### src/hdl/iwd_cfg.svh
// Constants for the instruction word decoder and timing block.
`ifndef IWD_CFG_SVH
`define IWD_CFG_SVH
`define IWD_WORD_W 14
`define IWD_OSC_PER_CYC 4
`define IWD_FILE_W 7
`define IWD_BIT_W 3
`define IWD_LIT8_W 8
`define IWD_LIT11_W 11
`define IWD_LIT7_W 7
`define IWD_LIT5_W 5
`define IWD_LIT9_W 9
`define IWD_LIT6_W 6
`define IWD_MODE_W 2
`define IWD_DEST_POS 7
`define IWD_NOP_WORD 14'h0000
`define IWD_RETURN_WORD 14'h0008
`define IWD_INTERRUPT_EXIT_WORD 14'h0009
`define IWD_ACCUMULATOR_SUBROUTINE_ENTRY_WORD 14'h000A
`define IWD_BRW_WORD 14'h000B
`define IWD_IND0_ADDR 7'h00
`define IWD_IND1_ADDR 7'h01
`endif

### src/hdl/iwd_pkg.sv
// Types shared by the instruction word decoder modules.
package iwd_pkg;
    typedef enum logic [1:0] {
        IWD_GRP_BYTE = 2'h0,
        IWD_GRP_BIT = 2'h1,
        IWD_GRP_LIT = 2'h2
    } iwd_group_e;
    typedef enum logic [1:0] {
        IWD_Q1 = 2'h0,
        IWD_Q2 = 2'h1,
        IWD_Q3 = 2'h3,
        IWD_Q4 = 2'h2
    } iwd_phase_e;
    typedef struct packed {
        iwd_group_e group;
        logic [6:0] file_addr;
        logic dest_file;
        logic [2:0] bit_num;
        logic [7:0] lit8;
        logic [10:0] lit11;
        logic [6:0] lit7;
        logic [4:0] lit5;
        logic [8:0] lit9;
        logic [5:0] lit6;
        logic ptr_sel;
        logic [1:0] ptr_mode;
        logic two_cycle;
        logic cond_skip;
        logic file_write;
        logic indirect;
    } iwd_fields_s;
endpackage

### src/hdl/iwd_dec_if.sv
// Interface carrying one decoded instruction between the decoder modules.
`timescale 1ns/1ns
interface iwd_dec_if;
    import iwd_pkg::*;
    logic [13:0] word;
    // A net, so the decoder may drive each field by its own assignment.
    wire iwd_fields_s fields;
    modport src (output word, input fields);
    modport dec (input word, output fields);
endinterface

### src/hdl/iwd_phase_gen.sv
// Divides the oscillator clock into four phases of one instruction cycle.
`timescale 1ns/1ns
module iwd_phase_gen
    import iwd_pkg::*;
(
    input wire logic i_ref_clk,
    input wire logic i_reset,
    output iwd_phase_e o_phase,
    output logic o_cycle_end
);
    iwd_phase_e next_phase;

    // Gray walk through the four phases; one count per rising oscillator edge.
    always_comb begin
        case (o_phase)
            IWD_Q1: next_phase = IWD_Q2;
            IWD_Q2: next_phase = IWD_Q3;
            IWD_Q3: next_phase = IWD_Q4;
            IWD_Q4: next_phase = IWD_Q1;
            default: next_phase = IWD_Q1;
        endcase
    end

    // Phase register and end-of-cycle strobe, both registered.
    always_ff @(posedge i_ref_clk or posedge i_reset) begin
        if (i_reset) begin
            o_phase <= IWD_Q1;
            o_cycle_end <= 1'b0;
        end else begin
            o_phase <= next_phase; // RULE8
            o_cycle_end <= (next_phase == IWD_Q4);
        end
    end
endmodule // iwd_phase_gen

### src/hdl/iwd_field_dec.sv
// Combinational split of a 14-bit instruction word into its fields.
`timescale 1ns/1ns
`include "iwd_cfg.svh"
module iwd_field_dec
    import iwd_pkg::*;
(
    iwd_dec_if.dec bus
);
    wire logic [13:0] w = bus.word;
    wire logic top00 = (w[13:12] == 2'h0);
    // The row below the accumulator store form holds control operations.
    wire logic is_byte00 = top00 && (w[13:7] != 7'h00);
    // Shift and carry arithmetic rows live among the literal codes.
    wire logic is_byte11 = (w[13:12] == 2'h3) &&
        ((w[11:8] == 4'h5) || (w[11:8] == 4'h6) || (w[11:8] == 4'h7) ||
         (w[11:8] == 4'hB) || (w[11:8] == 4'hD));
    wire logic is_byte = is_byte00 || is_byte11;
    // Offset forms carry the pointer select in bit 6, others in bit 2.
    wire logic is_ptr_ofs = (w[13:7] == 7'h62) || (w[13:7] == 7'h7E);
    wire logic is_bit = (w[13:12] == 2'h1);
    wire logic is_accumulator_subroutine_entry = (w == `IWD_ACCUMULATOR_SUBROUTINE_ENTRY_WORD);
    wire logic is_ret = (w == `IWD_RETURN_WORD) || (w == `IWD_INTERRUPT_EXIT_WORD);
    wire logic is_brw = (w == `IWD_BRW_WORD);
    wire logic is_call_absolute_jump = (w[13:12] == 2'h2);
    wire logic is_subroutine_exit_with_literal = (w[13:8] == 6'h34);
    wire logic is_bra = (w[13:9] == 5'h19);
    wire logic is_skipbit = is_bit && w[11];
    wire logic is_cntskip = is_byte00 && ((w[11:8] == 4'hB) ||
                                        (w[11:8] == 4'hF));
    // Byte ops carry file writes from 0x01 up; only the zero-opcode row is left out.
    wire logic byte_op = is_byte && (w[11:8] != 4'h0);
    wire logic movwf = is_byte && (w[11:7] == 5'h01);
    wire logic clrf = is_byte && (w[11:7] == 5'h03);
    wire logic bitset = is_bit && !w[11];
    wire logic names_file = byte_op || movwf || clrf || is_bit;
    wire logic [6:0] f = w[6:0];

    // Classification into the three groups.
    assign bus.fields.group = is_byte ? IWD_GRP_BYTE : // RULE2
                              is_bit ? IWD_GRP_BIT : IWD_GRP_LIT;
    assign bus.fields.file_addr = f; // RULE11
    assign bus.fields.dest_file = w[`IWD_DEST_POS]; // RULE10
    assign bus.fields.bit_num = w[9:7]; // RULE12
    assign bus.fields.lit8 = w[7:0]; // RULE13
    assign bus.fields.lit11 = w[10:0]; // RULE14
    assign bus.fields.lit7 = w[6:0]; // RULE15
    assign bus.fields.lit5 = w[4:0]; // RULE16
    assign bus.fields.lit9 = w[8:0]; // RULE17
    assign bus.fields.lit6 = w[5:0]; // RULE18
    assign bus.fields.ptr_sel = is_ptr_ofs ? w[6] : w[2]; // RULE19
    assign bus.fields.ptr_mode = w[1:0]; // RULE20
    // Fixed two-cycle classes; skips are only conditionally two.
    assign bus.fields.two_cycle = is_accumulator_subroutine_entry || is_call_absolute_jump || // RULE4
                                  is_ret || is_subroutine_exit_with_literal || // RULE5
                                  is_bra || is_brw; // RULE6
    assign bus.fields.cond_skip = is_skipbit || is_cntskip; // RULE6
    // Writes back to the file only when d is 1, or for single-target ops.
    assign bus.fields.file_write = movwf || clrf || bitset ||
                                   (byte_op && w[`IWD_DEST_POS]); // RULE9
    assign bus.fields.indirect = names_file &&
        ((f == `IWD_IND0_ADDR) || (f == `IWD_IND1_ADDR)); // RULE7
endmodule // iwd_field_dec

### src/hdl/iwd_core_timing.sv
// Notes on behaviour
// RULE1: Each instruction is one 14-bit word with opcode and all operands.
// RULE2: Opcodes fall into byte, bit, and literal/control groups.
// RULE3: Instructions take one instruction cycle unless listed otherwise.
// RULE4: Direct and accumulator subroutine entry take two cycles.
// RULE5: Subroutine return, literal return and interrupt exit take two cycles.
// RULE6: Jumps, branches, bit skips and count skips take two cycles; the code gives skips the second cycle only when the skip is true.
// RULE7: Indirect access with pointer into program memory adds one cycle.
// RULE8: One instruction cycle is four oscillator cycles.
// RULE9: File-writing instructions read, modify, then store the register.
// RULE10: Destination bit 0 selects accumulator, 1 selects file register.
// RULE11: File address field is 7 bits, 0x00 to 0x7F.
// RULE12: Bit field of 3 bits picks one bit of the register.
// RULE13: General literal ops use the low 8 bits as immediate.
// RULE14: Call and jump carry 11-bit target in bits 10 to 0.
// RULE15: Program counter high latch load carries 7 bits in 6 to 0.
// RULE16: Bank select load carries a 5-bit immediate.
// RULE17: Relative branch carries 9-bit offset in bits 8 to 0.
// RULE18: Pointer offset ops carry pointer select and 6-bit offset.
// RULE19: Pointer select picks pointer 0 or 1.
// RULE20: Pointer increment ops carry a 2-bit mode in bits 1 to 0.
// RULE21: Flow change or true skip takes two cycles; second is no-op.
`timescale 1ns/1ns
`include "iwd_cfg.svh"
module iwd_core_timing
    import iwd_pkg::*;
(
    input wire logic i_ref_clk,
    input wire logic i_reset,
    input wire logic [13:0] i_instr_word,
    input wire logic i_skip_true,
    input wire logic i_ptr0_msb,
    input wire logic i_ptr1_msb,
    output logic [13:0] o_exec_word,
    output logic [1:0] o_group,
    output logic [6:0] o_file_addr,
    output logic o_dest_file,
    output logic [2:0] o_bit_num,
    output logic [7:0] o_lit8,
    output logic [10:0] o_lit11,
    output logic [6:0] o_lit7,
    output logic [4:0] o_lit5,
    output logic [8:0] o_lit9,
    output logic [5:0] o_lit6,
    output logic o_ptr_sel,
    output logic [1:0] o_ptr_mode,
    output logic o_fetch,
    output logic o_file_read,
    output logic o_file_write,
    output logic o_acc_write,
    output logic o_flush_nop,
    output logic o_extra_cycle,
    output logic [1:0] o_cycles_used
);
    iwd_phase_e phase;
    logic cycle_end;
    logic [13:0] cur_word;
    logic [1:0] remaining;
    logic flush_pend;
    logic skip_s1;
    logic skip_s2;
    logic msb0_s1;
    logic msb0_s2;
    logic msb1_s1;
    logic msb1_s2;
    logic [1:0] next_remaining;
    logic [1:0] cyc_cnt;

    iwd_dec_if dbus ();

    // Four-phase divider derived from the oscillator.
    iwd_phase_gen u_phase (
        .i_ref_clk(i_ref_clk),
        .i_reset(i_reset),
        .o_phase(phase),
        .o_cycle_end(cycle_end)
    );

    iwd_field_dec u_dec (
        .bus(dbus.dec)
    );

    assign dbus.word = cur_word; // RULE1

    // Skip result and pointer bits come from other logic; synchronise.
    always_ff @(posedge i_ref_clk or posedge i_reset) begin
        if (i_reset) begin
            skip_s1 <= 1'b0;
            skip_s2 <= 1'b0;
            msb0_s1 <= 1'b0;
            msb0_s2 <= 1'b0;
            msb1_s1 <= 1'b0;
            msb1_s2 <= 1'b0;
        end else begin
            skip_s1 <= i_skip_true;
            skip_s2 <= skip_s1;
            msb0_s1 <= i_ptr0_msb;
            msb0_s2 <= msb0_s1;
            msb1_s1 <= i_ptr1_msb;
            msb1_s2 <= msb1_s1;
        end
    end

    // The pointer in use is chosen by the low file address bit.
    wire logic ptr_msb = dbus.fields.file_addr[0] ? msb1_s2 : msb0_s2;
    wire logic extra = dbus.fields.indirect && ptr_msb; // RULE7
    wire logic flow = dbus.fields.two_cycle ||
                      (dbus.fields.cond_skip && skip_s2); // RULE21
    wire logic last_cycle = (remaining == 2'h0);
    wire logic do_fetch = cycle_end && last_cycle;

    // Cycles still owed after the current one: base zero, plus extras.
    always_comb begin
        next_remaining = remaining;
        if (cycle_end) begin
            if (last_cycle) begin
                next_remaining = 2'h0; // RULE3
            end else begin
                next_remaining = remaining - 2'h1;
            end
        end
    end

    // Instruction register and cycle bookkeeping. The extra cycles are
    // decided at Q3 of the first cycle, when skip and pointer inputs are
    // settled; this trades a little latency for stable timing inputs.
    always_ff @(posedge i_ref_clk or posedge i_reset) begin
        if (i_reset) begin
            cur_word <= `IWD_NOP_WORD;
            remaining <= 2'h0;
            flush_pend <= 1'b0;
            cyc_cnt <= 2'h0;
        end else begin
            if (do_fetch) begin
                cur_word <= flush_pend ? `IWD_NOP_WORD : i_instr_word;
                flush_pend <= 1'b0;
                cyc_cnt <= 2'h1;
            end else if (cycle_end) begin
                cyc_cnt <= cyc_cnt + 2'h1;
            end
            if (phase == IWD_Q3 && cyc_cnt == 2'h1 && !flush_pend) begin
                remaining <= {1'b0, extra}; // RULE7
                flush_pend <= flow; // RULE21
            end else begin
                remaining <= next_remaining;
            end
        end
    end

    wire logic rd_phase = (phase == IWD_Q2);
    wire logic wr_phase = (phase == IWD_Q4);
    wire logic is_nop = (cur_word == `IWD_NOP_WORD);

    // Registered outputs; fields are held for the whole instruction.
    always_ff @(posedge i_ref_clk or posedge i_reset) begin
        if (i_reset) begin
            o_exec_word <= `IWD_NOP_WORD;
            o_group <= 2'h0;
            o_file_addr <= 7'h00;
            o_dest_file <= 1'b0;
            o_bit_num <= 3'h0;
            o_lit8 <= 8'h00;
            o_lit11 <= 11'h000;
            o_lit7 <= 7'h00;
            o_lit5 <= 5'h00;
            o_lit9 <= 9'h000;
            o_lit6 <= 6'h00;
            o_ptr_sel <= 1'b0;
            o_ptr_mode <= 2'h0;
            o_fetch <= 1'b0;
            o_file_read <= 1'b0;
            o_file_write <= 1'b0;
            o_acc_write <= 1'b0;
            o_flush_nop <= 1'b0;
            o_extra_cycle <= 1'b0;
            o_cycles_used <= 2'h0;
        end else begin
            o_exec_word <= cur_word;
            o_group <= dbus.fields.group; // RULE2
            o_file_addr <= dbus.fields.file_addr; // RULE11
            o_dest_file <= dbus.fields.dest_file;
            o_bit_num <= dbus.fields.bit_num; // RULE12
            o_lit8 <= dbus.fields.lit8; // RULE13
            o_lit11 <= dbus.fields.lit11; // RULE14
            o_lit7 <= dbus.fields.lit7; // RULE15
            o_lit5 <= dbus.fields.lit5; // RULE16
            o_lit9 <= dbus.fields.lit9; // RULE17
            o_lit6 <= dbus.fields.lit6; // RULE18
            o_ptr_sel <= dbus.fields.ptr_sel; // RULE19
            o_ptr_mode <= dbus.fields.ptr_mode; // RULE20
            o_fetch <= do_fetch; // RULE8
            // Read always precedes the store, even for write-only ops.
            o_file_read <= rd_phase && dbus.fields.file_write &&
                           last_cycle && !is_nop; // RULE9
            o_file_write <= wr_phase && dbus.fields.file_write &&
                            last_cycle && !is_nop; // RULE9
            o_acc_write <= wr_phase && last_cycle && !is_nop &&
                           dbus.fields.group == IWD_GRP_BYTE &&
                           !dbus.fields.dest_file; // RULE10
            o_flush_nop <= flush_pend;
            o_extra_cycle <= !last_cycle;
            o_cycles_used <= cyc_cnt;
        end
    end

    AST_FOUR_PHASE: assert property (@(posedge i_ref_clk) // RULE8
        disable iff (i_reset) $rose(cycle_end) |-> ##4 cycle_end)
        else $error("Instruction cycle is not four clocks.");

    AST_READ_BEFORE_WRITE: assert property (@(posedge i_ref_clk) // RULE9
        disable iff (i_reset) o_file_write |-> $past(o_file_read, 2))
        else $error("File write without preceding read.");

    AST_FLUSH_NOP: assert property (@(posedge i_ref_clk) // RULE21
        disable iff (i_reset) (do_fetch && flush_pend) |=> is_nop)
        else $error("Flushed cycle did not execute as no-op.");

    AST_NOP_QUIET: assert property (@(posedge i_ref_clk) // RULE21
        disable iff (i_reset) is_nop |=> !o_file_write && !o_acc_write)
        else $error("No-op produced a write.");

    AST_DEST_ACC: assert property (@(posedge i_ref_clk) // RULE10
        disable iff (i_reset) o_acc_write |-> !o_dest_file)
        else $error("Accumulator written with file destination.");

    AST_BIT_FIELD: assert property (@(posedge i_ref_clk) // RULE12
        disable iff (i_reset) o_bit_num == $past(cur_word[9:7]))
        else $error("Bit number field wrong.");

    AST_JUMP_FIELD: assert property (@(posedge i_ref_clk) // RULE14
        disable iff (i_reset) o_lit11 == $past(cur_word[10:0]))
        else $error("Jump target field wrong.");

    AST_BRANCH_FIELD: assert property (@(posedge i_ref_clk) // RULE17
        disable iff (i_reset) o_lit9 == $past(cur_word[8:0]))
        else $error("Branch offset field wrong.");

    AST_EXTRA_BOUND: assert property (@(posedge i_ref_clk) // RULE7
        disable iff (i_reset) !last_cycle |-> ##[1:8] last_cycle)
        else $error("Extra cycle ran too long.");

    // Field and timing checks. The field checks restate the word layout
    // on their own, so a decoder slip shows even in words never tested.
    AST_FETCH_PULSE: assert property (@(posedge i_ref_clk) // RULE3
        disable iff (i_reset) o_fetch |=> !o_fetch [*3])
        else $error("Fetch came sooner than one instruction cycle.");

    AST_EXEC_WORD: assert property (@(posedge i_ref_clk) // RULE1
        disable iff (i_reset) o_exec_word == $past(cur_word))
        else $error("Executing word does not follow the fetched word.");

    AST_FILE_FIELD: assert property (@(posedge i_ref_clk) // RULE11
        disable iff (i_reset) o_file_addr == $past(cur_word[6:0]))
        else $error("File address field wrong.");

    AST_DEST_FIELD: assert property (@(posedge i_ref_clk) // RULE10
        disable iff (i_reset) o_dest_file == $past(cur_word[7]))
        else $error("Destination select field wrong.");

    AST_LIT8_FIELD: assert property (@(posedge i_ref_clk) // RULE13
        disable iff (i_reset) o_lit8 == $past(cur_word[7:0]))
        else $error("Eight-bit literal field wrong.");

    AST_LIT7_FIELD: assert property (@(posedge i_ref_clk) // RULE15
        disable iff (i_reset) o_lit7 == $past(cur_word[6:0]))
        else $error("Seven-bit literal field wrong.");

    AST_LIT5_FIELD: assert property (@(posedge i_ref_clk) // RULE16
        disable iff (i_reset) o_lit5 == $past(cur_word[4:0]))
        else $error("Five-bit literal field wrong.");

    AST_LIT6_FIELD: assert property (@(posedge i_ref_clk) // RULE18
        disable iff (i_reset) o_lit6 == $past(cur_word[5:0]))
        else $error("Six-bit offset field wrong.");

    AST_MODE_FIELD: assert property (@(posedge i_ref_clk) // RULE20
        disable iff (i_reset) o_ptr_mode == $past(cur_word[1:0]))
        else $error("Pointer mode field wrong.");

    AST_GROUP_CODE: assert property (@(posedge i_ref_clk) // RULE2
        disable iff (i_reset) o_group != 2'h3)
        else $error("Group code outside the three groups.");

    AST_FLOW_FLUSH: assert property (@(posedge i_ref_clk) // RULE4
        disable iff (i_reset) (phase == IWD_Q3 && cyc_cnt == 2'h1 &&
        !flush_pend && dbus.fields.two_cycle) |=> flush_pend)
        else $error("Two-cycle instruction did not claim its second cycle.");

    AST_READ_PHASE: assert property (@(posedge i_ref_clk) // RULE9
        disable iff (i_reset) o_file_read |-> $past(phase) == IWD_Q2)
        else $error("File read outside its phase.");

    AST_WRITE_PHASE: assert property (@(posedge i_ref_clk) // RULE9
        disable iff (i_reset) o_file_write |-> $past(phase) == IWD_Q4)
        else $error("File write outside its phase.");

    AST_NOP_NO_READ: assert property (@(posedge i_ref_clk) // RULE21
        disable iff (i_reset) is_nop |=> !o_file_read)
        else $error("No-op produced a file read.");

    AST_ACC_GROUP: assert property (@(posedge i_ref_clk) // RULE10
        disable iff (i_reset) o_acc_write |-> o_group == IWD_GRP_BYTE)
        else $error("Accumulator written by a non-byte instruction.");

    AST_EXTRA_PULSE: assert property (@(posedge i_ref_clk) // RULE7
        disable iff (i_reset) o_extra_cycle |=> !o_extra_cycle)
        else $error("Added cycle marker stood too long.");
endmodule // iwd_core_timing

### config.mk
export PLATFORM = sky130hd
export DESIGN_NAME = iwd_core_timing
export DESIGN_NICKNAME = d
export VERILOG_FILES = /design/src/hdl/iwd_pkg.sv /design/src/hdl/iwd_dec_if.sv /design/src/hdl/iwd_phase_gen.sv /design/src/hdl/iwd_field_dec.sv /design/src/hdl/iwd_core_timing.sv
export VERILOG_INCLUDE_DIRS = /design/src /design/src/hdl
export SDC_FILE = /design/constraint.sdc
export NUM_CORES = 1
export LEC_CHECK = 0
export ABC_AREA = 1
export BUFFER_PORTS_ARGS = -buffer_cell sky130_fd_sc_hd__buf_2
export CORE_MARGIN = 1.5
export CORE_UTILIZATION = 50
export DETAILED_ROUTE_END_ITERATION = 6
export PLACE_DENSITY_LB_ADDON = 0.15
export SKIP_LAST_GASP = 1
export SLEW_MARGIN = 40
export SYNTH_ARGS = -nofsm -noshare
export SYNTH_HDL_FRONTEND = slang
export SYNTH_HIERARCHICAL = 1
export SYNTH_SLANG_ARGS = --single-unit
### constraint.sdc
create_clock -name i_ref_clk -period 4.39 [get_ports i_ref_clk]
set_input_delay 0.6585 -clock i_ref_clk [delete_from_list [all_inputs] [get_ports i_ref_clk]]
set_output_delay 0.6585 -clock i_ref_clk [all_outputs]
set_load 0.02 [all_outputs]
Word-level counts from Yosys, hierarchy flattened

Index checks and enable logic that the tools add are counted.

Input bits: 19
Word-level logic and storage cells: 134
Register bits: 105

Muxes and demuxes: 13
Equality and inequality tests: 25
Reductions and logical operators: 63
$add $sub $neg: 2

Operator list:

| operator                                             | number |
|---|---|
| equality test 14 x 4 -> 1 bit, second input constant | 4 |
| logical AND 1 bit                                    | 25 |
| logical OR 1 bit                                     | 22 |
| equality test 7 bit, second input constant           | 2 |
| logical NOT 14 bit                                   | 1 |
| 2-to-1 mux 14 bit                                    | 1 |
| 2-to-1 mux 2 bit                                     | 7 |
| equality test 4 x 3 -> 1 bit, second input constant  | 3 |
| equality test 4 bit, second input constant           | 3 |
| equality test 2 bit, second input constant           | 5 |
| logical NOT 2 bit                                    | 4 |
| case mux 2 bit (4 select lines)                      | 1 |
| equality test 7 x 1 -> 1 bit, second input constant  | 1 |
| logical NOT 7 bit                                    | 1 |
| nonzero test 7 bit                                   | 1 |
| equality test 2 x 1 -> 1 bit, second input constant  | 3 |
| equality test 6 bit, second input constant           | 1 |
| nonzero test 2 bit                                   | 3 |
| equality test 5 x 1 -> 1 bit, second input constant  | 1 |
| equality test 5 x 2 -> 1 bit, second input constant  | 1 |
| equality test 5 bit, second input constant           | 1 |
| logical NOT 1 bit                                    | 5 |
| 2-to-1 mux 1 bit                                     | 4 |
| nonzero test 4 bit                                   | 1 |
| 2 further kinds                                      | 2 |

Depth between registers and ports, before layout

Depth in word-level cells: 14
Gate-level depth with buffers: 10
Depth with buffers taken out: 10

Cells and area by module

Netlist, hierarchy kept.

Modules (own cells, without submodules):

| module          | seq. area each (um2) | area an instance (um2) | instances | cells each |
|---|---|---|---|---|
| iwd_core_timing | 2727.6               | 3260.6                 | 1         | 206 |
| iwd_field_dec   | 0.0                  | 670.6                  | 1         | 110 |
| iwd_phase_gen   | 75.1                 | 93.8                   | 1         | 8 |

Least setup slack after synthesis

OpenSTA, ideal clock, no wires.

Kind: register to register
Start point: reg cur_word[9]
End point: reg o_acc_write
Buffers on the path: 0
Slack: 3.060 ns
Arrival time: 1.259 ns
Clock period less this slack: 1.330 ns
Cell stages (with the launch flop): 9
Cell sequence: dfrtp_1 nand3_1 nand2_1 inv_1 nand2_2 nand3_2 inv_1 or3_1 nor2_1

RTL lines:

| what                   | line                   | RTL |
|---|---|---|
| start, declared        | iwd_core_timing.sv:57  | `logic [13:0] cur_word;` |
| start signal, assigned | iwd_core_timing.sv:129 | `` cur_word <= `IWD_NOP_WORD; `` |
| start signal, assigned | iwd_core_timing.sv:135 | `` cur_word <= flush_pend ? `IWD_NOP_WORD : i_instr_word; `` |
| end signal, assigned   | iwd_core_timing.sv:197 | `o_acc_write <= wr_phase && last_cycle && !is_nop &&` |
| end, declared          | iwd_core_timing.sv:50  | `output logic o_acc_write,` |

Worst setup path after layout

Start point: reg o_file_write
End point: out o_file_write

RTL lines:

| what                   | line                   | RTL |
|---|---|---|
| start, declared        | iwd_core_timing.sv:49  | `output logic o_file_write,` |
| start signal, assigned | iwd_core_timing.sv:195 | `o_file_write <= wr_phase && dbus.fields.file_write &&` |

No word-level cell between the ends.

==> impl_metrics.toml <==
[status]
status = "completed"

[clock_tree]
clk_pin_slew_ns = 0.10
cts_buffer_depth = 2
cts_tree = "done"
root_buffer = "clkbuf_8"
holdBufCountCts = 0
htreeDepth = 3
cts_sinks = 112
cts_resized = 0
postCtsSetupRepairBufs = 0
clk_latency_ns = 0.35
numCtsBuffers = 9

[floorplanning]
die_h_um = 92.7
die_w_um = 92.7
row_count = 32
die-area_um2 = 8600
ios = 103
coreArea_um2 = 7770
start_util_pct = 51.8

[critical_path]
rr_worst_depth = 7
crit_path_cell_trace = "buf_2"
crit_buf_inv = 1
critical_path_depth = 1
cp_max_fo = 1
cp_slowest_cell = "dfrtp_1"
cp.arrival_ns = 0.91
max_stage_delay_ns = 0.39
start_kind = "flip-flop"
critPathKind = "reg -> out"
cp_top_family = "flip-flops"
cp.required_ns = 3.73
endpoint_kind = "primary output"

[sta]
setup_violations = 0
tightest_slew_ns = 0.622
relSlewSlack_pct = 58.5
fin_skew_ns = 0.00957
min_period_over_period_pct = 35.7
drv_slew = 0
rsz0062_at_grt = "false"
post-route-min-period_ns = 1.57
hold_viol_final = 0
fmax_mhz = 638
tns_ns = 0
setup_ws_ns = 2.82

[power]
power_mw = 2.69
p_leak_nw = 2.30
peakVddDrop_mv = 0.209
power_density_nw_per_um2 = 616

[global_routing]
grt_remaining_overflow = 0
grt_pass1_vias = 1997
grt_pass1_wl_um = 9690
antenna_found_initial = 0
grt_max_degree = 70
grt_usage_pct = 15.0

[yosys]
synth_top_family_by_area = "buffers and inverters"
syn_area_um2 = 4030
synthMuxAreaShare_pct = 0
yosys.area_share.simple_pct = 12.5
ys_seq_elements = 112
synth-compound-area-share_pct = 3.02
netlist_instances = 324
yosysWarnings = 6
synth.distinct_cells = 27
synthAdderAreaFrac_pct = 0.311
syn_area_per_cell_um2 = 12.4
synth_nets = 344
yosysSeqAreaShare_pct = 69.6
synth-xor-area-share_pct = 0

[detailed_routing]
ant_nets = 0
drtIter0Drc = 107
avgRoutedWirePerCell_um = 12.7
dr.pass1.iters = 4
drcViolationCount = 0
avgViaCountPerCell = 4.57
vias = 2200
totalWireLength_um = 6120

[placed_design]
numPortBuffers = 102
dp_hpwl_um = 4210
gp_congestion = 0.789
pre_cts_ws_ns = 2.47
dp_cells = 465

[final_layout]
drive_gt1_share_pct = 36.4
finalNonFillerCells = 481
areaGrowthSynthToFinish_pct = 8.33
post-route-util_pct = 56.1
num-fill-cells = 673
antennaDiodeCount = 0
final_nets = 394

[worst_hold_path]
min_path_type = "in -> async"

[run]
maxCapViolations = 0
power breakdown:
part | total [mW] | switching (mW) | internal, mW
sequential | 1.44 | 0.157 | 1.29
combinational | 0.710 | 0.484 | 0.226
clock | 0.532 | 0.320 | 0.212
Yosys cell counts:
| master | n | share of area, % |
|---|---|---|
| ha_1 | 1 | 0.31 |
| o21ai_1 | 14 | 1.7 |
| nor2_1 | 19 | 1.8 |
| buf_4 | 60 | 11 |
| nand3_1 | 11 | 1.4 |
| nand2_2 | 2 | 0.31 |
| nand4_1 | 2 | 0.31 |
| nor3_1 | 2 | 0.25 |
| buf_12 | 1 | 0.50 |
| nor2_8 | 1 | 0.50 |
| nor3b_1 | 1 | 0.19 |
| o22ai_1 | 3 | 0.47 |
| nand2_4 | 1 | 0.28 |
| dfrtp_1 | 112 | 70 |
| or3_1 | 1 | 0.16 |
| clkbuf_4 | 1 | 0.19 |
| nor3_2 | 1 | 0.25 |
| inv_1 | 24 | 2.2 |
| nand3_2 | 11 | 2.7 |
| nor2_2 | 2 | 0.31 |
| buf_2 | 1 | 0.12 |
| a21oi_1 | 2 | 0.25 |
| inv_2 | 2 | 0.19 |
| o211ai_1 | 1 | 0.19 |
| o21ai_0 | 3 | 0.37 |
| nand2_1 | 44 | 4.1 |
| clkbuf_1 | 1 | 0.093 |
layout make-up:
class / count / area, um2 / area share [%]
well taps: 102 / 128 / 2.93
repair buffers: 103 / 518 / 11.9
multi-input cells: 122 / 638 / 14.6
flip-flops and latches: 112 / 2800 / 64.3
clock inverters: 5 / 40.0 / 0.918
clock buffers: 11 / 131 / 3.01
inverters: 26 / 103 / 2.35
sequential cells by signal, indices dropped and copies added, names as in the netlist, 3 cells and up:
name / count
o_lit5: 5
o_lit11: 11
o_lit9: 9
o_bit_num: 3
cur_word: 14
o_lit7: 7
o_file_addr: 7
o_exec_word: 14
o_lit6: 6
o_lit8: 8
routing by layer:
layer	track usage [%]	vias to the layer above	part of all wire (%)
li1	-	1053	-
met1	22.0	1056	47
met2	21.3	82	45
met3	3.53	9	6.3
met4	6.82	0	1.5
met5	0	-	0
placed cells by master, fill, tap and decap left out, types with 2 or more instances in the layout:
cell	n
nand2_1	44
clkinvlp_4	2
inv_2	2
a21oi_1	2
nand4_1	2
nor2_2	2
nand2_2	2
clkbuf_1	2
inv_6	2
inv_1	23
nor3_1	2
o22ai_1	3
nand3_1	11
dfrtp_1	112
nand3_2	11
buf_2	102
nor2_1	19
clkbuf_8	9
o21ai_0	3
o21ai_1	14
path summary, 6_finish.rpt:
path,startpoint,to,slack (ns)
max,o_file_write,o_file_write,2.82
min,i_reset,u_phase/o_phase[0],0.19
max reg2reg,cur_word[9],o_acc_write,2.87
min reg2reg,msb0_s1,msb0_s2,0.35
max in group asynchronous,i_reset,o_lit9[6],3.11
min in group i_ref_clk,msb0_s1,msb0_s2,0.35
kinds of logic (layout without fill, tap and decap cells):
group,after synthesis,after routing
flip-flops,112,112
AND/OR/NAND/NOR,98,98
adder cells (fa/ha/maj),1,1
buffers and inverters,90,145
AO/OA/AOI/OAI,23,23
through the flow:
stage	hold WS (ns)	area, um2
2_1_floorplan	0.331	4030
3_3_place_gp	0.335	4190
3_5_place_dp	0.336	4190
4_1_cts	0.168	4360
5_1_grt	0.186	4360
6_report	0.195	4360
Power figures use the tool's default switching activity.
